===== config.mk =====
export PLATFORM = sky130hd
export DESIGN_NAME = tpfc_timer
export DESIGN_NICKNAME = d
export VERILOG_FILES = /design/src/tpfc_pkg.sv /design/src/tpfc_timer.sv /design/src/tpfc_wave.sv
export SDC_FILE = /design/constraint.sdc
export NUM_CORES = 1
export LEC_CHECK = 0
export BUFFER_PORTS_ARGS = -buffer_cell sky130_fd_sc_hd__buf_4
export CAP_MARGIN = 20
export CORE_AREA = 2 2 120 122
export CTS_CLUSTER_DIAMETER = 60
export DETAILED_ROUTE_END_ITERATION = 8
export DIE_AREA = 0 0 122 124
export PLACE_DENSITY = 0.72
export SYNTH_ARGS = -nofsm -noshare
export SYNTH_HDL_FRONTEND = slang
export SYNTH_SLANG_ARGS = --single-unit

===== constraint.sdc =====
create_clock -name clk_sys_i -period 3.7 [get_ports clk_sys_i]
set_input_delay 0.74 -clock clk_sys_i [delete_from_list [all_inputs] [get_ports clk_sys_i]]
set_output_delay 0.74 -clock clk_sys_i [all_outputs]
set_load 0.02 [all_outputs]

===== src/tpfc_pkg.sv =====
// package: register map, field layout and reset values of the pwm timer
package tpfc_pkg;
  // ****************************************************************
  // register offsets (byte addresses, one word each)
  // ****************************************************************
  localparam logic [7:0] TPFC_REG_CTRL = 8'h00;
  localparam logic [7:0] TPFC_REG_COUNT = 8'h04;
  localparam logic [7:0] TPFC_REG_CMP_A = 8'h08;
  localparam logic [7:0] TPFC_REG_CMP_B = 8'h0C;
  localparam logic [7:0] TPFC_REG_CAPTOP = 8'h10;
  localparam logic [7:0] TPFC_REG_STATUS = 8'h14;
  localparam logic [7:0] TPFC_REG_MASK = 8'h18;
  // ****************************************************************
  // control fields
  // ****************************************************************
  localparam int TPFC_CTRL_MODE_LSB = 0;
  localparam int TPFC_CTRL_RUN_BIT = 4;
  localparam int TPFC_CTRL_INV_A_BIT = 5;
  localparam int TPFC_CTRL_INV_B_BIT = 6;
  localparam int TPFC_CTRL_OUTEN_A_BIT = 7;
  localparam int TPFC_CTRL_OUTEN_B_BIT = 8;
  localparam logic [3:0] TPFC_MODE_ICR_TOP = 4'h8;
  localparam logic [3:0] TPFC_MODE_OCRA_TOP = 4'h9;
  // ****************************************************************
  // status and mask bits
  // ****************************************************************
  localparam int TPFC_ST_OVF = 0;
  localparam int TPFC_ST_CMPA = 1;
  localparam int TPFC_ST_CMPB = 2;
  localparam int TPFC_ST_CAP = 3;
  localparam int TPFC_ST_W = 4;
  // ****************************************************************
  // reset values
  // ****************************************************************
  localparam logic [15:0] TPFC_RST_COUNT = 16'h0000;
  localparam logic [15:0] TPFC_RST_CMP = 16'h0000;
  localparam logic [15:0] TPFC_RST_CAPTOP = 16'hFFFF;
  localparam logic [15:0] TPFC_BOTTOM = 16'h0000;
  localparam logic [8:0] TPFC_RST_CTRL = 9'h000;
endpackage


===== src/tpfc_timer.sv =====
// dual-slope phase and frequency correct pwm timer, top level
`timescale 1ns/1ps
module tpfc_timer
  import tpfc_pkg::*;
#(
  parameter int CNT_W = 16
) (
  input wire logic clk_sys_i,
  input wire logic sys_rst_i,
  input wire logic timer_tick_i,
  input wire logic [7:0] reg_addr_i,
  input wire logic [31:0] reg_wdata_i,
  input wire logic reg_wr_i,
  input wire logic reg_rd_i,
  output logic [31:0] reg_rdata_o,
  output logic irq_o,
  output logic compare_a_o,
  output logic compare_b_o
);
  // ****************************************************************
  // state
  // ****************************************************************
  typedef struct packed {
    logic [8:0] ctrl;
    logic [CNT_W-1:0] count;
    logic up;
    logic [CNT_W-1:0] buf_a;
    logic [CNT_W-1:0] buf_b;
    logic [CNT_W-1:0] act_a;
    logic [CNT_W-1:0] act_b;
    logic [CNT_W-1:0] captop;
    logic [TPFC_ST_W-1:0] status;
    logic [TPFC_ST_W-1:0] mask;
    logic [31:0] rdata;
    logic irq;
  } tpfc_state_t;
  tpfc_state_t st;
  tpfc_state_t next_st;

  logic [3:0] mode;
  logic pwm_on;
  logic tick;
  logic [CNT_W-1:0] top;
  logic at_top;
  logic at_bottom;
  logic match_a;
  logic match_b;
  logic [TPFC_ST_W-1:0] ev;
  logic wave_a;
  logic wave_b;
  localparam logic [CNT_W-1:0] CNT_ONE = CNT_W'(1);

  function automatic logic [31:0] tpfc_zx(input logic [CNT_W-1:0] v);
    tpfc_zx = 32'(v);
  endfunction

  assign mode = st.ctrl[TPFC_CTRL_MODE_LSB +: 4];
  assign pwm_on = (mode == TPFC_MODE_ICR_TOP) ||
                  (mode == TPFC_MODE_OCRA_TOP);
  // no clock selected keeps the counter frozen
  assign tick = timer_tick_i & st.ctrl[TPFC_CTRL_RUN_BIT] & pwm_on;
  assign top = (mode == TPFC_MODE_OCRA_TOP) ? st.act_a : st.captop;
  assign at_top = (st.count == top);
  assign at_bottom = (st.count == TPFC_BOTTOM);
  assign match_a = tick & (st.count == st.act_a);
  assign match_b = tick & (st.count == st.act_b);

  always_comb begin
    ev = '0;
    ev[TPFC_ST_CMPA] = match_a;
    ev[TPFC_ST_CMPB] = match_b;
    if (tick && at_top) begin
      // the top-defining register's flag marks top
      if (mode == TPFC_MODE_OCRA_TOP) begin
        ev[TPFC_ST_CMPA] = 1'b1;
      end else begin
        ev[TPFC_ST_CAP] = 1'b1;
      end
    end
    ev[TPFC_ST_OVF] = tick & at_bottom & ~st.up;
  end

  // ****************************************************************
  // counter, buffers and registers
  // ****************************************************************
  always_comb begin
    next_st = st;
    next_st.rdata = '0;
    if (tick) begin
      if (st.up) begin
        if (at_top) begin
          // top held one tick; direction turns here
          next_st.up = 1'b0;
          next_st.count = st.count - CNT_ONE;
        end else begin
          next_st.count = st.count + CNT_ONE;
        end
      end else if (at_bottom) begin
        // bottom: load buffered compares; in mode 9 top stays stable mid-period
        next_st.act_a = st.buf_a;
        next_st.act_b = st.buf_b;
        next_st.up = 1'b1;
        next_st.count = st.count + CNT_ONE;
      end else begin
        next_st.count = st.count - CNT_ONE;
      end
    end
    if (!pwm_on) begin
      next_st.act_a = st.buf_a;
      next_st.act_b = st.buf_b;
    end
    // clear by writing one; a same-cycle event wins
    if (reg_wr_i && reg_addr_i == TPFC_REG_STATUS) begin
      next_st.status = st.status & ~reg_wdata_i[TPFC_ST_W-1:0];
    end
    next_st.status = next_st.status | ev;
    if (reg_wr_i) begin
      case (reg_addr_i)
        TPFC_REG_CTRL: next_st.ctrl = reg_wdata_i[8:0];
        TPFC_REG_COUNT: begin
          next_st.count = reg_wdata_i[CNT_W-1:0];
        end
        TPFC_REG_CMP_A: next_st.buf_a = reg_wdata_i[CNT_W-1:0];
        TPFC_REG_CMP_B: next_st.buf_b = reg_wdata_i[CNT_W-1:0];
        TPFC_REG_CAPTOP: begin
          // top range of 3 up to max is left to software
          next_st.captop = reg_wdata_i[CNT_W-1:0];
        end
        TPFC_REG_MASK: next_st.mask = reg_wdata_i[TPFC_ST_W-1:0];
        default: ;
      endcase
    end
    if (reg_rd_i) begin
      case (reg_addr_i)
        TPFC_REG_CTRL: next_st.rdata = 32'(st.ctrl);
        TPFC_REG_COUNT: next_st.rdata = tpfc_zx(st.count);
        TPFC_REG_CMP_A: next_st.rdata = tpfc_zx(st.buf_a);
        TPFC_REG_CMP_B: next_st.rdata = tpfc_zx(st.buf_b);
        TPFC_REG_CAPTOP: next_st.rdata = tpfc_zx(st.captop);
        TPFC_REG_STATUS: next_st.rdata = 32'(st.status);
        TPFC_REG_MASK: next_st.rdata = 32'(st.mask);
        default: next_st.rdata = '0;
      endcase
    end
    next_st.irq = |(next_st.status & next_st.mask);
  end

  always_ff @(posedge clk_sys_i) begin
    if (sys_rst_i) begin
      st.ctrl <= TPFC_RST_CTRL;
      st.count <= TPFC_RST_COUNT;
      st.up <= 1'b1;
      st.buf_a <= TPFC_RST_CMP;
      st.buf_b <= TPFC_RST_CMP;
      st.act_a <= TPFC_RST_CMP;
      st.act_b <= TPFC_RST_CMP;
      st.captop <= TPFC_RST_CAPTOP;
      st.status <= '0;
      st.mask <= '0;
      st.rdata <= '0;
      st.irq <= 1'b0;
    end else begin
      st <= next_st;
    end
  end

  // ****************************************************************
  // waveform units
  // ****************************************************************
  tpfc_wave u_wave_a (
    .clk_sys_i(clk_sys_i),
    .sys_rst_i(sys_rst_i),
    .match_i(match_a),
    .counting_up_i(st.up),
    .inverted_i(st.ctrl[TPFC_CTRL_INV_A_BIT]),
    .enable_i(st.ctrl[TPFC_CTRL_OUTEN_A_BIT]),
    .wave_o(wave_a)
  );
  tpfc_wave u_wave_b (
    .clk_sys_i(clk_sys_i),
    .sys_rst_i(sys_rst_i),
    .match_i(match_b),
    .counting_up_i(st.up),
    .inverted_i(st.ctrl[TPFC_CTRL_INV_B_BIT]),
    .enable_i(st.ctrl[TPFC_CTRL_OUTEN_B_BIT]),
    .wave_o(wave_b)
  );

  assign reg_rdata_o = st.rdata;
  assign irq_o = st.irq;
  assign compare_a_o = wave_a;
  assign compare_b_o = wave_b;

  // ****************************************************************
  // checks
  // ****************************************************************
  AST_MODE_GATE: assert property (
    @(posedge clk_sys_i) disable iff (sys_rst_i)
    !pwm_on |=> $stable(st.count) || $past(reg_wr_i))
    else $error("counter moved outside pwm modes");

  AST_UP_STEP: assert property (
    @(posedge clk_sys_i) disable iff (sys_rst_i)
    tick && st.up && !at_top && !reg_wr_i
    |=> st.count == $past(st.count) + CNT_ONE)
    else $error("up step wrong");

  AST_DOWN_STEP: assert property (
    @(posedge clk_sys_i) disable iff (sys_rst_i)
    tick && !st.up && !at_bottom && !reg_wr_i
    |=> st.count == $past(st.count) - CNT_ONE)
    else $error("down step wrong");

  AST_BOTTOM_TURN: assert property (
    @(posedge clk_sys_i) disable iff (sys_rst_i)
    tick && !st.up && at_bottom && !reg_wr_i
    |=> st.up && st.count == CNT_ONE)
    else $error("no turn at bottom");

  AST_TOP_TURN: assert property (
    @(posedge clk_sys_i) disable iff (sys_rst_i)
    tick && st.up && at_top && !reg_wr_i
    |=> !st.up && st.count == $past(st.count) - CNT_ONE)
    else $error("no turn at top");

  AST_TOP_SRC: assert property (
    @(posedge clk_sys_i) disable iff (sys_rst_i)
    tick && st.up && mode == TPFC_MODE_ICR_TOP && st.count == st.captop
    |=> !st.up)
    else $error("mode 8 did not turn at capture top");

  AST_TOP_SRC_A: assert property (
    @(posedge clk_sys_i) disable iff (sys_rst_i)
    tick && st.up && mode == TPFC_MODE_OCRA_TOP && st.count == st.act_a
    |=> !st.up)
    else $error("mode 9 did not turn at compare a");

  AST_CMP_FLAG: assert property (
    @(posedge clk_sys_i) disable iff (sys_rst_i)
    match_b |=> st.status[TPFC_ST_CMPB])
    else $error("compare b flag missed");

  AST_CMPA_FLAG: assert property (
    @(posedge clk_sys_i) disable iff (sys_rst_i)
    match_a |=> st.status[TPFC_ST_CMPA])
    else $error("compare a flag missed");

  AST_BOTTOM_LOAD: assert property (
    @(posedge clk_sys_i) disable iff (sys_rst_i)
    tick && !st.up && at_bottom && !reg_wr_i
    |=> st.act_a == $past(st.buf_a) && st.status[TPFC_ST_OVF])
    else $error("bottom load or overflow missed");

  AST_BOTTOM_LOAD_B: assert property (
    @(posedge clk_sys_i) disable iff (sys_rst_i)
    tick && !st.up && at_bottom && !reg_wr_i
    |=> st.act_b == $past(st.buf_b))
    else $error("bottom load of compare b missed");

  AST_SET_WINS: assert property (
    @(posedge clk_sys_i) disable iff (sys_rst_i)
    ev != '0 |=> (st.status & $past(ev)) == $past(ev))
    else $error("flag event lost against a clear");

  AST_TOP_FLAG: assert property (
    @(posedge clk_sys_i) disable iff (sys_rst_i)
    tick && at_top && mode == TPFC_MODE_ICR_TOP
    |=> st.status[TPFC_ST_CAP])
    else $error("capture flag missed at top");

  AST_TOP_FLAG_A: assert property (
    @(posedge clk_sys_i) disable iff (sys_rst_i)
    tick && at_top && mode == TPFC_MODE_OCRA_TOP
    |=> st.status[TPFC_ST_CMPA])
    else $error("compare a flag missed at top");

  AST_BUF_WRITE: assert property (
    @(posedge clk_sys_i) disable iff (sys_rst_i)
    reg_wr_i && reg_addr_i == TPFC_REG_CMP_A && pwm_on && !tick
    |=> $stable(st.act_a))
    else $error("write reached active compare a");

  AST_BUF_WRITE_B: assert property (
    @(posedge clk_sys_i) disable iff (sys_rst_i)
    reg_wr_i && reg_addr_i == TPFC_REG_CMP_B && pwm_on && !tick
    |=> $stable(st.act_b))
    else $error("write reached active compare b");

  AST_BUF_LAND_A: assert property (
    @(posedge clk_sys_i) disable iff (sys_rst_i)
    reg_wr_i && reg_addr_i == TPFC_REG_CMP_A
    |=> st.buf_a == $past(reg_wdata_i[CNT_W-1:0]))
    else $error("compare a write missed the buffer");

  AST_HOLD_IDLE: assert property (
    @(posedge clk_sys_i) disable iff (sys_rst_i)
    !timer_tick_i && !reg_wr_i |=> $stable(st.count))
    else $error("counter moved without tick");

  AST_TICK_GATE: assert property (
    @(posedge clk_sys_i) disable iff (sys_rst_i)
    !st.ctrl[TPFC_CTRL_RUN_BIT] && !reg_wr_i |=> $stable(st.count))
    else $error("counter moved with no clock selected");

  AST_NO_TICK_FLAGS: assert property (
    @(posedge clk_sys_i) disable iff (sys_rst_i)
    !tick && !reg_wr_i |=> $stable(st.status))
    else $error("flags moved without tick");
endmodule


===== src/tpfc_wave.sv =====
// one compare output unit: set/clear of the waveform on a match
`timescale 1ns/1ps
module tpfc_wave
  import tpfc_pkg::*;
(
  input wire logic clk_sys_i,
  input wire logic sys_rst_i,
  input wire logic match_i,
  input wire logic counting_up_i,
  input wire logic inverted_i,
  input wire logic enable_i,
  output logic wave_o
);
  typedef struct packed {
    logic wave;
    logic drive;
  } tpfc_wave_t;
  tpfc_wave_t st;
  tpfc_wave_t next_st;

  always_comb begin
    next_st = st;
    if (match_i) begin
      // up match clears when non-inverting, sets when inverting
      if (counting_up_i) begin
        next_st.wave = inverted_i;
      end else begin
        next_st.wave = ~inverted_i;
      end
    end
    // gated in the flop so the pin is a register; enable lands a cycle late
    next_st.drive = next_st.wave & enable_i;
  end

  always_ff @(posedge clk_sys_i) begin
    if (sys_rst_i) begin
      st <= '0;
    end else begin
      st <= next_st;
    end
  end

  assign wave_o = st.drive;

  AST_UP_CLEAR: assert property (
    @(posedge clk_sys_i) disable iff (sys_rst_i)
    match_i && counting_up_i && !inverted_i |=> !st.wave)
    else $error("up match did not clear the wave");
  AST_DOWN_SET: assert property (
    @(posedge clk_sys_i) disable iff (sys_rst_i)
    match_i && !counting_up_i && !inverted_i |=> st.wave)
    else $error("down match did not set the wave");
  AST_INV_UP_SET: assert property (
    @(posedge clk_sys_i) disable iff (sys_rst_i)
    match_i && counting_up_i && inverted_i |=> st.wave)
    else $error("inverted up match did not set the wave");
  AST_INV_DOWN_CLEAR: assert property (
    @(posedge clk_sys_i) disable iff (sys_rst_i)
    match_i && !counting_up_i && inverted_i |=> !st.wave)
    else $error("inverted down match did not clear the wave");
endmodule

==> metrics, run 1 <==
EDFF count, synth 0; largest net degree at the start of global routing 71; count of cell types in the netlist 70; commonest cells after routing, fill and taps aside 189 x nand2_1, 135 x dfxtp_1, 89 x a21oi_1; Rel. slew slack 0.4307; endpoint class of the critical path flop; WP data required 4.03 ns; GRT overflow 0; P_leak 3.161 nW; I/O Buffers 47; DRC viols 0; PD cells 411.8 nW/um^2; Main synth FF type dfxtp_1; filler cell count 1279; Hold Fails Final Rpt 0; Worst Clk Skew 0.007921 ns; CP Launch Type flop; chip height 124 um; f_max 0.3048 GHz; die area 15130 sq um; routed via count 6633; Nets 972; post-CTS setup buffers 0; status completed; First DRT Iteration DRCs 808; fin worst setup slack 0.4193 ns; CTS tree done; VDD IR max 0.3707 mV; max cap viols 0; first-pass GRT wire length 33700 um; worst setup path class reg -> reg; max incr delay on CP 0.55 ns; Synth Register Bits 135; fin. max-slew vios 0; H-tree levels 4; Layout Cells excl Fill 1116; Placement Setup Slack 0.5061 ns; WHS 0.4640 ns; Post-DP HPWL 14920 um; Async SR Flop Fraction 0; Post-Syn Area 7181 sq um; P&R area growth vs syn 13.31%; Final ANT Viol Nets 0; final setup TNS 0 ns; CORE AREA 13720 sq um; Chip Width 122 um; period utilization 0.8867; Syn Inst Count 915; GRT Total Usage 0.2925; clk root buf clkbuf_16; Sink Count 135; CTS resizes 0; drt first pass iters 5; Wirelength per Cell 19.20 um; crit path time final 3.281 ns; DRT Wirelength 21430 um; top cell type's share of synthesized area 0.3764; RSZ-0062 raised after global routing false; final antenna diode count 0; vias in the first global route 6067; actual slew at the worst max-slew pin 0.8514 ns; area leader, netlist dfxtp_1; Ports 80; placed cells 1085; Clk Latency, worst-skew pair 0.43 ns; num rows 43; Yosys warnings 0; sequential area share after synthesis 0.3764; CP Max Fanout 9; initial antenna violation count 0; CP max-delay cell o31a_1; hold_buf cts 0; post-synthesis average cell area 7.848 sq um; Via density 5.944; count of final setup violators 0; gp weighted congestion 0.9558; HP Class reg -> reg; Starting Density 0.5234; share of cells above drive strength 1 0.1410; clock transition at the registers of the reported paths 0.06 ns; Num CTS Buffers 17; worst-path cell chain nand4bb_4, mux2_4, a222oi_1, nand4_2, o31a_1, mux2i_1, or3_1, a311oi_1; CTS max path bufs 2; Synth area leaders dfxtp_1 38%, nand2_1 9.9%, a21oi_1 6.2%, mux2i_1 5.3%, xnor2_1 3.9%; CP Data Arrival Time 3.61 ns; Final Util 0.5931; commonest non-fill, non-tap cell in the layout nand2_1
==> logic make-up after synthesis <==
family | count (synthesis) | synth area share
AO/OA/AOI/OAI | 167 | 0.1490
flip-flops | 135 | 0.3764
AND/OR/NAND/NOR | 403 | 0.2642
multiplexers | 47 | 0.07074
other | 1 | 0.0005222
adder cells (fa/ha/maj) | 3 | 0.005228
XOR/XNOR | 45 | 0.05489
buffers and inverters | 114 | 0.07911
==> per-layer routing <==
metal  up-vias  global-route usage  part of all wire
met4         0              0.1214             0.037
li1       3154                   -                 -
met3        61             0.06044             0.083
met1      3093              0.3934              0.43
met5         -                   0                 0
met2       325              0.4581              0.45
==> per-stage QoR <==
step | area, sq um | total power [mW]
floorplan | 7237 | 1.587
global placement | 7532 | 1.640
detailed placement | 7532 | 1.639
CTS | 8137 | 3.366
global route | 8137 | 3.441
finish | 8137 | 3.350
==> cells in the mapped netlist (13+ instances only) <==
library cell  instances
nand2_1             189
dfxtp_1             135
a21oi_1              89
nor2_1               62
clkbuf_1             55
nand3_1              46
mux2i_1              38
buf_4                32
xnor2_1              32
and3_1               17
nand4_1              16
nor3_1               15
xor2_1               13
==> layout make-up <==
type	instances	area [sq um]	area share
clock buffer	19	452.9	0.05567
clock inverter	12	151.4	0.01861
tap	180	225.2	0.02768
timing repair buffer	77	578.1	0.07104
inverter	12	45.04	0.005536
sequential	135	2703	0.3322
multi-input combinational	681	3981	0.4893
==> worst max-delay path, delay by kind of cell (launching register included) <==
kind             cells  cell delay (ns)
AO/OA/AOI/OAI        3             1.30
flip-flops           1             0.35
AND/OR/NAND/NOR      3             1.00
multiplexers         2             0.53
==> flip-flops by register name, summed over array words and instances (netlist names) <==
signal and count:
u_wave_b.wave_o 1, u_wave_a.st 1, st 110, reg_rdata_o 16, irq_o 1, u_wave_b.st 1
mode 4, u_wave_a.wave_o 1
==> path summary, 6_finish.rpt <==
check | cells after the start | from | slack [ns] | endpoint
setup / recovery | 8 | mode[2] | 0.42 | st[125]
hold / removal | 2 | st[68] | 0.46 | st[68]
setup reg to reg | 8 | mode[2] | 0.42 | st[125]
hold reg to reg | 2 | st[68] | 0.46 | st[68]
==> power breakdown <==
group	leakage (nW)	internal (mW)	switching, mW
Clock	0.283	1.09	0.653
Sequential	1.09	1.46	0.00452
Combinational	1.79	0.0470	0.103
(Power assumes the default switching activity.)
==> run 2, diff against run 1 <==
--- a/config.mk
+++ b/config.mk
@@ -5,12 +5,13 @@
 export SDC_FILE = /design/constraint.sdc
 export NUM_CORES = 1
 export LEC_CHECK = 0
+export ABC_AREA = 1
 export BUFFER_PORTS_ARGS = -buffer_cell sky130_fd_sc_hd__buf_4
 export CAP_MARGIN = 20
-export CORE_AREA = 2 2 120 122
+export CORE_AREA = 2 2 122 124
 export CTS_CLUSTER_DIAMETER = 60
 export DETAILED_ROUTE_END_ITERATION = 8
-export DIE_AREA = 0 0 122 124
+export DIE_AREA = 0 0 124 126
 export PLACE_DENSITY = 0.72
 export SYNTH_ARGS = -nofsm -noshare
 export SYNTH_HDL_FRONTEND = slang
==> run 2 against run 1 <==
Net effect: power shrank 6.6%; setup slack gained 0.74 ns; combinational power shrank 16%; register-to-register slack gained 0.74 ns; fmax grew 29%; cell count grew 13%; synthesized area grew 3.0%; largest power group unchanged; highest routed layer unchanged.
==> metrics, run 2 <==
status completed; crit path time final 2.537 ns (-0.7433 ns); Sink Count 135 (unchanged); commonest cells after routing, fill and taps aside 155 x nand2_1, 135 x dfxtp_1, 133 x nor2_1; H-tree levels 4 (unchanged); DRT Wirelength 21320 um (-0.52%); Chip Width 124 um (+1.6%); final setup TNS 0 ns (unchanged); RSZ-0062 raised after global routing false; routed via count 7085 (+6.8%); R2R Path Start mode[3]; CTS max path bufs 2 (unchanged); Synth area leaders dfxtp_1 37%, o21ai_0 8.0%, nand2_1 7.9%, nor2_1 6.8%, inv_1 5.9%; top cell type's share of synthesized area 0.3654 (-0.01101); hold_buf cts 0 (unchanged); crit-path leading delay family simple AND/OR/NAND/NOR gates; endpoint class of the critical path flop; CP Max Fanout 19 (+10); Clk Latency, worst-skew pair 0.43 ns (about the same); CORE AREA 14310 sq um (+4.3%); xor-xnor portion of the synthesized cell area 0.06039 (+0.005498); Via density 5.610 (-5.6%); Placement Setup Slack 0.9943 ns (+0.4882 ns); Comb pwr share 0.040 (-0.005); placed cells 1231 (+13%); Async SR Flop Fraction 0 (unchanged); Post-DP Area 7660 sq um (+1.7%); max incr delay on CP 0.38 ns (-0.17 ns); most used cell, CP nand2_1; largest net degree at the start of global routing 69 (-2.8%); period utilization 0.6858 (-0.2009); adder-cell share of the synthesized area 0.005074 (-0.0001530); filler cell count 1370 (+7.1%); Final Util 0.5721 (-0.02095); drt first pass iters 6 (+1); count of final setup violators 0 (unchanged); Worst Clk Skew 0.007982 ns (+0.00006139 ns); actual slew at the worst max-slew pin 0.7652 ns (-0.08622 ns); Rel. slew slack 0.4887 (+0.05794); share of cells above drive strength 1 0.1325 (-0.008496); commonest non-fill, non-tap cell in the layout nand2_1; num rows 44 (+2.3%); worst setup path class reg -> reg; fin worst setup slack 1.163 ns (+0.7433 ns); post-CTS setup buffers 0 (unchanged); first-pass GRT wire length 34240 um (+1.6%); area of the multi-input gates 3807 sq um (-4.4%); max cap viols 0 (unchanged); Sequential cell area 2703 sq um (unchanged); DRC viols 0 (unchanged); sequential power share 0.466 (+0.030); CP Data Arrival Time 2.89 ns (-0.72 ns); largest family of logic cells by synthesized area simple AND/OR/NAND/NOR gates; mux cell area share after synthesis 0 (-0.07074); f_max 0.3941 GHz (+29%); switching share of power 0.2486 (+0.02182); VDD IR max 0.3165 mV (-15%); CTS tree done; FF-to-FF End st[123]; Yosys warnings 0 (unchanged); worst-path cell chain inv_2, nor2_4, buf_4, nand2_4, inv_1, nand2_1, nand3_1, nand2_1, inv_1, nand2_1, nor2_2, nand2_2, nand2_4, nand2_4, nand2_1, nand3_1, a21oi_1; R2R setup slack 1.16 ns (+0.74 ns); First DRT Iteration DRCs 809 (+0.12%); Clock Power Share 0.493 (-0.026); Design Area, Final 8189 sq um (+0.65%); count of cell types in the netlist 46 (-34%); count leader, synth nand2_1; WP data required 4.06 ns (+0.03 ns); Starting Density 0.5168 (-0.006609); vias in the first global route 6419 (+5.8%); top post-synthesis cells by count 155 x nand2_1, 135 x dfxtp_1, 134 x nor2_1; final antenna diode count 0 (unchanged); Synth Register Bits 135 (unchanged); P&R area growth vs syn 10.71%; Final ANT Viol Nets 0 (unchanged); hold path endpoint st[58]; initial antenna violation count 0 (unchanged); die area 15620 sq um (+3.3%); area leader, netlist dfxtp_1; Syn Inst Count 1058 (+16%); CP max-delay cell dfxtp_1; GRT Total Usage 0.2836 (-0.008845); Wirelength per Cell 16.88 um (-12%); clk root buf clkbuf_16; sw power 0.7779 mW (+2.4%); Main synth FF type dfxtp_1; worst path bufs/invs 4 (+4); clock transition at the registers of the reported paths 0.06 ns (about the same); Hold Crit Depth 2 (unchanged); CP Launch Type flop; P_leak 3.581 nW (+13%); Nets 1114 (+15%); I/O Buffers 47 (unchanged); Post-DP HPWL 15000 um (+0.52%); Ports 80 (unchanged); fin. max-slew vios 0 (unchanged); compound-cell area share of the yosys netlist 0.1837 (+0.03471); chip height 126 um (+1.6%); Synth Area in Simple Gates 0.2571 (-0.007053); Worst Hold Launch st[90]; PD cells 382.2 nW/um^2 (-7.2%); gp weighted congestion 0.9212 (-3.6%); Post-Syn Area 7397 sq um (+3.0%); Int Power 2.352 mW (-9.2%); CTS resizes 0 (unchanged); Layout Cells excl Fill 1263 (+13%); HP Class reg -> reg; sequential area share after synthesis 0.3654 (-0.01101); GRT overflow 0 (unchanged); Hold Fails Final Rpt 0 (unchanged); EDFF count, synth 0 (unchanged); Num CTS Buffers 17 (unchanged); Worst Reg2Reg Path Length in Cells 17 (+9); Reg with most FFs st; max reg flops 110 (unchanged); post-synthesis average cell area 6.992 sq um (-11%)
run 2: changes by cell type in the layout (fill, tap and decap cells not counted), sizes merged, moves of 15 or more:
cell / change
mux2i: -38
xor2: +26
and3: -16
a21oi: -22
inv: +109
o21ai: +112
xnor2: -20
buf: -15
nand2: -20
nor2: +77
nand3: +30
run 2: power by group through the flow:
| stage | Clock (mW) | Combinational (mW) | Sequential (mW) |
|---|---|---|---|
| after floorplan | 0 | 0.0804 | 1.49 |
| after global placement | 0 | 0.122 | 1.49 |
| after detailed placement | 0 | 0.123 | 1.49 |
| after CTS | 1.55 | 0.123 | 1.46 |
| after global routing | 1.62 | 0.137 | 1.46 |
| final | 1.54 | 0.126 | 1.46 |
run 2: logic make-up (layout without fill, tap and decap cells):
group | count (synthesis) | count (layout)
compound gates | 237 | 237
xor+xnor | 51 | 51
fa+ha+maj | 3 | 3
buf+inv | 209 | 215
flops | 135 | 135
other cells | 1 | 16
simple gates | 422 | 422
run 2: final cells by class:
cell class | count | area share
multi-input cells | 729 | 0.4649
flip-flops and latches | 135 | 0.3300
repair buffers | 62 | 0.05684
inverters | 121 | 0.05546
clock buffers | 18 | 0.05241
well taps | 184 | 0.02811
clock inverters | 14 | 0.01222
run 2: tightest hold or removal path, stage by stage (launching register included):
cell	delay, ns
dfxtp_1	0.30
inv_1	0.06
a21oi_1	0.06
run 2: routing by layer:
metal | wire (um) | track usage | vias up
li1 | - | - | 3436
met2 | 9245 | 0.4105 | 337
met5 | 0 | 0 | -
met3 | 1964 | 0.05661 | 22
met1 | 9840 | 0.4297 | 3290
met4 | 267 | 0.07204 | 0
run 2: how the worst max path moves through the flow:
stage | depth (start not counted) | to | startpoint
global route | 15 | st[126] | mode[1]
floorplan | 8 | st[112] | reg_addr_i[1]
detailed placement | 11 | st[146] | reg_addr_i[1]
finish | 17 | st[123] | mode[3]
CTS | 15 | st[123] | mode[1]
global placement | 9 | reg_rdata_o[6] | reg_addr_i[7]
run 2: metrics by stage:
stage,hold slack [ns],total power [mW]
finish,0.4659,3.130
global route,0.4874,3.216
CTS,0.4687,3.129
detailed placement,0.4627,1.614
global placement,0.4541,1.614
floorplan,0.4410,1.570
